==> config.mk <==
export PLATFORM = sky130hd
export DESIGN_NAME = stepper_stall_detector
export DESIGN_NICKNAME = d
export VERILOG_FILES = /design/src/rtl/stall_pkg.sv /design/src/rtl/index_evt_if.sv /design/src/rtl/index_edge.sv /design/src/rtl/stepper_stall_detector.sv
export SDC_FILE = /design/constraint.sdc
export NUM_CORES = 1
export LEC_CHECK = 0
export ABC_AREA = 1
export BUFFER_PORTS_ARGS = -buffer_cell sky130_fd_sc_hd__buf_2
export CAP_MARGIN = 40
export CORE_ASPECT_RATIO = 0.9
export CORE_UTILIZATION = 45
export DETAILED_ROUTE_END_ITERATION = 10
export MAX_ROUTING_LAYER = met4
export PLACE_DENSITY = 0.72
export SLEW_MARGIN = 20
export SYNTH_ARGS = -nofsm -noshare
export SYNTH_HDL_FRONTEND = slang
export SYNTH_SLANG_ARGS = --single-unit
==> constraint.sdc <==
create_clock -name ref_clk_i -period 4.55 [get_ports ref_clk_i]
set_input_delay 0.91 -clock ref_clk_i [delete_from_list [all_inputs] [get_ports ref_clk_i]]
set_output_delay 0.91 -clock ref_clk_i [all_outputs]
set_load 0.005 [all_outputs]
==> src/rtl/stall_pkg.sv <==
package stall_pkg;

   // Pole pairs in one shaft revolution; one pole pair is a fiftieth of a turn.
   localparam int unsigned POLE_PAIRS_PER_REV = 50;
   // Default field steps per pole pair, one electrical period of the field.
   localparam int unsigned STEPS_PER_POLE_PAIR = 4;
   // Width of the drive control word and the fault reset bit within it.
   localparam int unsigned DRIVE_CTRL_W = 16;
   localparam int unsigned FAULT_RESET_BIT = 3;
   // Width of the persistent settings word and its stall monitor bit.
   localparam int unsigned SETTINGS_W = 16;
   localparam int unsigned MONITOR_EN_BIT = 0;
   // Value the stall monitor bit should hold after the settings are restored.
   localparam logic MONITOR_EN_DEFAULT = 1'b1;
   // Value of every flag after reset.
   localparam logic FLAG_RESET = 1'b0;
   // Level the index synchroniser stages take at reset.
   localparam logic INDEX_RESET_LEVEL = 1'b1;

   // Detector states, Gray coded along off, waiting, armed.
   typedef enum logic [1:0] {
      DET_OFF   = 2'b00,
      DET_WAIT  = 2'b01,
      DET_ARMED = 2'b11
   } det_state_t;

endpackage

==> src/rtl/index_evt_if.sv <==
`timescale 1ns/1ps
interface index_evt_if;
   logic index_hit;

   modport src (output index_hit);
   modport snk (input index_hit);
endinterface

==> src/rtl/index_edge.sv <==
`timescale 1ns/1ps
module index_edge
   import stall_pkg::*;
(
   input wire logic ref_clk_i,
   input wire logic sys_rst_i,
   input wire logic index_pulse_i,
   index_evt_if.src evt
);

   typedef struct packed {
      logic meta;
      logic sync;
      logic last;
   } edge_state_t;

   edge_state_t st_r;
   edge_state_t st_nxt;

   // Two stages bring the pin into the clock domain; only the second is compared.
   always_comb begin
      st_nxt = st_r;
      st_nxt.meta = index_pulse_i;
      st_nxt.sync = st_r.meta;
      st_nxt.last = st_r.sync;
   end

   always_ff @(posedge ref_clk_i) begin
      if (sys_rst_i) begin
         // Stages start high so a mark already under the sensor is no crossing.
         st_r <= {3{INDEX_RESET_LEVEL}};
      end else begin
         st_r <= st_nxt;
      end
   end

   // One pulse on each rising edge of the synchronised index signal.
   assign evt.index_hit = st_r.sync & ~st_r.last;

endmodule

==> src/rtl/stepper_stall_detector.sv <==
`timescale 1ns/1ps
// Behaviour
// RQ1: While moving, capture field angle at each index pulse; mismatch to reference is stall.
// RQ2: Displacement counts whole pole pairs, fiftieth of a turn; one or more is a stall.
// RQ3: Each power stage switch-on starts disarmed and drops the old reference angle.
// RQ4: Arm on first index crossing after power-on; evaluate stalls only from then.
// RQ5: A stall while braking shows at the next index crossing, maybe next movement.
// RQ6: Applications travelling under one revolution must not rely on stall detection.
// RQ7: Standstill index edges are ignored; shaft rotation then waits for the next movement.
// RQ8: Settings bit zero enables stall monitoring; one enables, default enabled.
// RQ9: Latched fault bit holds until fault reset, drive control word bit three.
// RQ10: A stall sets the live and latched fault bits in the same cycle.
module stepper_stall_detector
   import stall_pkg::*;
#(
   parameter int unsigned STEPS_PP = STEPS_PER_POLE_PAIR,
   parameter int unsigned POLE_PAIRS = POLE_PAIRS_PER_REV,
   parameter int unsigned STEPS_REV = STEPS_PP * POLE_PAIRS,
   parameter int unsigned POS_W = $clog2(STEPS_REV)
)
(
   input wire logic ref_clk_i,
   input wire logic sys_rst_i,
   input wire logic power_on_i,
   input wire logic motor_moving_i,
   input wire logic [POS_W-1:0] field_pos_i,
   input wire logic index_pulse_i,
   input wire logic [stall_pkg::SETTINGS_W-1:0] settings_word_i,
   input wire logic [stall_pkg::DRIVE_CTRL_W-1:0] drive_control_word_i,
   output logic armed_o,
   output logic live_fault_signals_o,
   output logic latched_fault_signals_o
);

   typedef struct packed {
      det_state_t state;
      logic [POS_W-1:0] ref_pos;
      logic live;
      logic latched;
   } det_regs_t;

   localparam logic [POS_W-1:0] STEPS_PP_W = POS_W'(STEPS_PP);
   localparam logic [POS_W:0] STEPS_REV_W = (POS_W+1)'(STEPS_REV);

   det_regs_t st_r;
   det_regs_t st_nxt;
   logic stall_monitor_enable;
   logic fault_reset;
   logic [POS_W:0] diff;
   logic slipped;
   logic evaluate;
   logic stall_hit;

   index_evt_if evt ();

   // Synchronise the index pin and turn its rising edge into a single pulse.
   index_edge u_index_edge (
      .ref_clk_i(ref_clk_i),
      .sys_rst_i(sys_rst_i),
      .index_pulse_i(index_pulse_i),
      .evt(evt)
   );

   // RQ8: monitor enable bit.
   assign stall_monitor_enable = settings_word_i[MONITOR_EN_BIT];
   assign fault_reset = drive_control_word_i[FAULT_RESET_BIT];

   // RQ2: distance modulo one turn.
   always_comb begin
      if (field_pos_i >= st_r.ref_pos) begin
         diff = {1'b0, field_pos_i} - {1'b0, st_r.ref_pos};
      end else begin
         diff = {1'b0, field_pos_i} + STEPS_REV_W - {1'b0, st_r.ref_pos};
      end
   end

   // RQ2: one pole pair either way.
   assign slipped = (diff >= {1'b0, STEPS_PP_W}) && (diff <= STEPS_REV_W - {1'b0, STEPS_PP_W});

   // RQ7: standstill edges are ignored.
   assign evaluate = evt.index_hit & motor_moving_i & power_on_i;
   // RQ1: compare on each moving index.
   assign stall_hit = evaluate && (st_r.state == DET_ARMED) && stall_monitor_enable && slipped;

   // Next state of the detector and the fault flags.
   always_comb begin
      st_nxt = st_r;
      case (st_r.state)
         DET_OFF: begin
            if (power_on_i) begin
               st_nxt.state = DET_WAIT;
            end
         end
         DET_WAIT: begin
            // RQ4: first crossing arms.
            if (!power_on_i) begin
               st_nxt.state = DET_OFF;
            end else if (evaluate) begin
               st_nxt.state = DET_ARMED;
               st_nxt.ref_pos = field_pos_i;
            end
         end
         DET_ARMED: begin
            // RQ5: late braking stalls surface here.
            if (!power_on_i) begin
               st_nxt.state = DET_OFF;
            end else if (evaluate && stall_monitor_enable) begin
               st_nxt.live = slipped;
            end
         end
         default: begin
            st_nxt.state = DET_OFF;
         end
      endcase
      // RQ3: switch-off disarms and drops the reference.
      if (!power_on_i) begin
         st_nxt.ref_pos = '0;
         st_nxt.live = FLAG_RESET;
      end
      if (!stall_monitor_enable) begin
         st_nxt.live = FLAG_RESET;
      end
      // RQ9: sticky until fault reset; a new stall wins over the clear.
      if (fault_reset) begin
         st_nxt.latched = FLAG_RESET;
      end
      // RQ10: both fault bits together.
      if (stall_hit) begin
         st_nxt.live = 1'b1;
         st_nxt.latched = 1'b1;
      end
   end

   always_ff @(posedge ref_clk_i) begin
      if (sys_rst_i) begin
         st_r.state <= DET_OFF;
         st_r.ref_pos <= '0;
         st_r.live <= FLAG_RESET;
         st_r.latched <= FLAG_RESET;
      end else begin
         st_r <= st_nxt;
      end
   end

   // Status outputs straight from the state register.
   assign armed_o = (st_r.state == DET_ARMED);
   assign live_fault_signals_o = st_r.live;
   assign latched_fault_signals_o = st_r.latched;
endmodule

# Word-level counts from Yosys, hierarchy flattened
# Index checks and enable logic that the tools add are counted.
# word_totals
register_bits,15
inputBits,45
out_inout_bits,3
elab_cells,48
# classes
n_addsub,3
order_cmp,3
n_eq_ne,7
mux,12
n_bitwise,5
reduce_logical,11
# op_table
operator,count
2-to-1 mux 10 bit,1
"adder 8 x 8 -> 9 bit, second input constant",1
">= comparator 9 x 3 -> 1 bit, second input constant",1
"<= comparator 9 x 8 -> 1 bit, second input constant",1
2-to-1 mux 9 bit,1
subtractor 8 x 8 -> 9 bit,1
subtractor 9 x 8 -> 9 bit,1
>= comparator 8 bit,1
2-to-1 mux 2 bit,4
"!= test 4 x 2 -> 1 bit, second input constant",2
one-hot mux 2 bit (3 select lines),1
logical AND 1 bit,5
2-to-1 mux 1 bit,5
"!= test 2 bit, second input constant",2
AND reduction 2 bit,2
bitwise AND 1 bit,3
"!= test 3 bit, second input constant",1
AND reduction 3 bit,1
"== test 2 x 1 -> 1 bit, second input constant",1
"== test 2 bit, second input constant",1
zero test 2 bit,1
NOT 1 bit,2
nonzero test 2 bit,1
OR reduction 2 bit,1

# Depth between registers and ports, before layout
# depth
ltp_word,10
mapped_depth,20
mapped_depth_nobuf,20

# By module
# Synthesis repeated with hierarchy kept, for this count alone.
# unflattened
hier_cells,232
area_unflattened_um2,1542.7
# modules_own_cells
mod,n_inst,cells_each,area_per_inst_um2,seq_area_each_um2
stepper_stall_detector,1,221,1450.1,240.2
index_edge,1,11,92.6,60.1

# Worst setup path before layout
# No wires, ideal clock.
# synth_path
kind,input to register
start,input port field_pos_i[1]
end,"register st_r, in the netlist latched_fault_signals_o"
arrival_ps,2689
path_slack_ps,1745
cell_stages,17
path_buffers,0
path_cell_list,ha_1 > ha_1 > fa_1 > nand2_1 > nand2_1 > nand2_1 > nand3_1 > nand2_1 > inv_1 > nor2_1 > nand2_1 > o21ai_2 > nand3_1 > nor2_1 > nor2_1 > nand2_1 > a21oi_1
# synth_between
elab_chain_cells,7
elab_cells_between_ends,11
classes_between,3 x add/sub; 3 x order compare; 2 x mux; 3 x reduce/logical
# synth_rtl
item,line_no,text
from (decl),stepper_stall_detector.sv:26,"input wire logic [POS_W-1:0] field_pos_i,"
adder 8 x 8 -> 9 bit,stepper_stall_detector.sv:73,"diff = {1'b0, field_pos_i} + STEPS_REV_W - {1'b0, st_r.ref_pos};"
subtractor 9 x 8 -> 9 bit,stepper_stall_detector.sv:73,
2-to-1 mux 9 bit (*),stepper_stall_detector.sv:70,if (field_pos_i >= st_r.ref_pos) begin
>= comparator 9 x 3 -> 1 bit or <= comparator 9 x 8 -> 1 bit (tied branches),stepper_stall_detector.sv:78,"assign slipped = (diff >= {1'b0, STEPS_PP_W}) && (diff <= STEPS_REV_W - {1'b0, STEPS_PP_W});"
logical AND 1 bit (*),stepper_stall_detector.sv:78,
logical AND 1 bit (*),stepper_stall_detector.sv:83,assign stall_hit = evaluate && (st_r.state == DET_ARMED) && stall_monitor_enable && slipped;
2-to-1 mux 2 bit or nonzero test 2 bit (tied branches),n/a,
to (signal assigned),stepper_stall_detector.sv:141,st_r <= st_nxt;
to (decl),stepper_stall_detector.sv:45,det_regs_t st_r;
# Mark *: on every way between the ends. The rest lies on a longest branch, timed or not.
# A chain may end at the register's enable or synchronous reset.

# Final worst setup path
# layout_path
start,input port field_pos_i[1]
end,"register st_r, in the netlist live_fault_signals_o"
# layout_between
elab_chain_cells,10
elab_cells_between_ends,17
classes_between,3 x add/sub; 3 x order compare; 2 x eq/ne; 6 x mux; 3 x reduce/logical
# layout_rtl
item,line_no,text
adder 8 x 8 -> 9 bit,stepper_stall_detector.sv:73,
subtractor 9 x 8 -> 9 bit,stepper_stall_detector.sv:73,
2-to-1 mux 9 bit (*),stepper_stall_detector.sv:70,
>= comparator 9 x 3 -> 1 bit or <= comparator 9 x 8 -> 1 bit (tied branches),stepper_stall_detector.sv:78,
logical AND 1 bit (*),stepper_stall_detector.sv:78,
2-to-1 mux 1 bit,stepper_stall_detector.sv:107,end else if (evaluate && stall_monitor_enable) begin
2-to-1 mux 1 bit,stepper_stall_detector.sv:88,case (st_r.state)
2-to-1 mux 1 bit,stepper_stall_detector.sv:116,if (!power_on_i) begin
2-to-1 mux 1 bit,stepper_stall_detector.sv:120,if (!stall_monitor_enable) begin
2-to-1 mux 2 bit,stepper_stall_detector.sv:128,if (stall_hit) begin
# Mark *: on every way between the ends. The rest lies on a longest branch, timed or not. The select of a mux whose other input is x is not followed.

==> metrics.cfg <==
[outcome]
status=completed

[synthesis]
yosysTopAreaCell=dfxtp_1
yosysWarningCount=0
ys_types=30
synth_seq_cells=15
yosys.area_share.simple_pct=33.4
synthXorXnorAreaFrac_pct=1.15
synth_top_family_by_area=simple AND/OR/NAND/NOR gates
yosysSeqAreaShare_pct=19.7
synth_nets=301
syn_inst=232
yosys-top-cells-area=dfxtp_1 (20%), ha_1 (15%), nand2_1 (15%)
synthAdderAreaFrac_pct=22.7
synthMuxAreaShare_pct=0
synth_compound_area_share_pct=11.9
syn_area_um2=1520
synth_top_area_share_pct=19.7
syn_area_per_cell_um2=6.57

[clock_tree]
cts_resized=0
root_buffer=clkbuf_8
clk_pin_slew_ns=0.06
cts_tree=yes
hold_buffers=0
clkLatencyLatePin_ns=0.24
post_cts.repair.setup_buffers=0
cts.sinks=15
cts_buffers=3
cts_htree_levels=1
clock_path_buffers=2

[worst_setup_path]
crit_buf_inv=2
cp.arrival_ns=3.08
critPathLaunchType=input pin
crit_family=adder cells
crit_chain=buf_2, ha_1, ha_1, fa_1, nand2_1, nand2_1, nand2_1, nand3_1, nand2_1, inv_1, nor2_1, nand2_1, o21ai_2, nand3_1, nor2_1, nor2_1, nand2_1, a21oi_1
cp_slowest_cell=fa_1
critPathMaxStageDelay_ns=0.42
crit_path_frequent_cell=nand2_1
crit_fanout=4
cp.required_ns=4.69
endpoint_kind=register
path_class=input pin to register

[cells_and_area]
fin_area_um2=1700
n_antenna_cell=0
fillers=345
nNetsFinal=321
area_growth_pct=11.6
final_cell_mix=nand2_1 (59), inv_1 (41), nand3_1 (20)
layout-drive-gt1-share_pct=14.7
final_common_cell=nand2_1

[worst_hold_path]
min_path_type=register to register

[sta]
finalSetupViolCount=0
period_share_pct=64.7
worst_slew_pin_slew_ns=0.478
relSlewSlack_pct=68.0
fin_skew_ns=0.00140
hold_violations=0
slew_violations=0
fmax_mhz=340
grt_setup_unrepaired=no
tns_ns=0
fin_crit_ns=2.94
setup_slack_ns=1.61

[floorplanning]
initial_core_util_pct=48.6
die_width_um=63.3
rows=19
die-area_um2=3620
die_y_um=57.2
io_pins=48
core_um2=3140

[pwr]
clock_power_share_pct=31.7
leakagePower_nw=0.859
power.density_nw_per_um2=199
p_switching_uw=107
power.sequential.fraction_pct=39.6
switching_share_pct=31.5
combPwrFrac_pct=28.8
internal_power_uw=231
total_power_uw=338
irDropWorstVdd_mv=0.238

[global_routing]
grt_pass1_vias=1365
grt_pass1_wl_um=5640
grt_max_degree=12
gr-total-overflow=0
antenna_found_initial=0
grt_usage_pct=20.1

[route]
drc_errors=0
via_count=1438
dr.pass1.iters=4
drtIter0Drc=58
avgRoutedWirePerCell_um=10.5
viasPerCell=4.91
ant_nets=0
drt-total-wl_um=3080

[placed_design]
place_area_um2=1650
place_ws_ns=1.36
hpwl_um=2620
gp_congestion=0.863
io_buffer_count=17

[run]
max_cap_violations=0

[area by class of cell]
class | count | area (um2) | area share (%)
multi-input combinational | 172 | 1050 | 62.0
clock inverter | 1 | 5.00 | 0.294
inverter | 43 | 163 | 9.57
clock buffer | 3 | 41.3 | 2.43
tap | 42 | 52.6 | 3.09
sequential | 15 | 300 | 17.7
timing repair buffer | 17 | 85.1 | 5.00
[cells in the mapped netlist (all sizes together)]
library cell	n
xor2	1
xnor2	1
nand2	62
o211ai	1
nand4	3
o21a	1
fa	6
nand3b	1
nor3	1
o21ai	12
o22ai	1
ha	18
dfxtp	15
a211oi	1
a21oi	17
nand3	22
or2	4
inv	42
and3	1
clkbuf	2
nor2	19
clkinv	1
[power groups by stage]
stage               logic [mW]  registers [mW]  clock network, mW
CTS                     0.0975           0.134              0.111
finish                  0.0972           0.134              0.107
detailed placement      0.0973           0.137                  0
floorplan               0.0727           0.136                  0
global placement        0.0958           0.136                  0
global route             0.113           0.134              0.115
[worst reg2reg max path, cell delays in order, from the launching register on]
cell and delay (ns):
dfxtp_1 0.30, inv_1 0.07, ha_1 0.34, ha_1 0.27, fa_1 0.42, nand2_1 0.08, nand2_1 0.05, nand2_1 0.07
nand3_1 0.06, nand2_1 0.07, inv_1 0.03, nor2_1 0.08, nand2_1 0.06, o21ai_2 0.08, nand3_1 0.09, nor2_1 0.12
nor2_1 0.05, nand2_1 0.10, a21oi_1 0.07
[state kept, by name (all words and copies together), names as in the netlist]
register and count:
latched_fault_signals_o 1, u_index_edge.st_nxt 2, live_fault_signals_o 1, u_index_edge.st_r 1, st_r 10
[through the flow]
step	util, %	instances	hold slack [ns]
global placement	52.7	289	0.391
global route	54.2	293	0.427
CTS	54.2	293	0.412
floorplan	-	232	0.389
finish	54.2	293	0.410
detailed placement	52.7	289	0.398
[per-layer routing]
| metal | global-route usage (%) | share of wire [%] | vias to the layer above | routed length [um] |
|---|---|---|---|---|
| li1 | - | - | 769 | - |
| met1 | 26.8 | 51 | 641 | 1570 |
| met2 | 32.5 | 44 | 24 | 1370 |
| met3 | 2.00 | 3.7 | 4 | 114 |
| met4 | 4.87 | 0.81 | 0 | 25 |
| met5 | - | 0 | - | 0 |
[path summary, 6_finish.rpt]
path	start	endpoint	slack (ns)	cells after the start
setup reg to reg	st_r[3]$_SDFFE_PP0P_	live_fault_signals_o$_SDFFE_PP0P_	2.03	18
setup / recovery	field_pos_i[1]	live_fault_signals_o$_SDFFE_PP0P_	1.61	18
hold reg to reg	u_index_edge.st_nxt[1]$_SDFF_PP1_	u_index_edge.st_nxt[0]$_SDFF_PP1_	0.41	1
hold / removal	u_index_edge.st_nxt[1]$_SDFF_PP1_	u_index_edge.st_nxt[0]$_SDFF_PP1_	0.41	1
[logic make-up (layout without fill, tap and decap cells)]
logic type | Yosys count | in the layout
adders and majority gates | 24 | 24
xor gates and xnor gates | 2 | 2
and+or+nand+nor | 113 | 113
buffers and inverters | 45 | 64
AOI/OAI and AO/OA | 33 | 33
DFF | 15 | 15
Note: power is estimated with default switching activity, not from simulation.
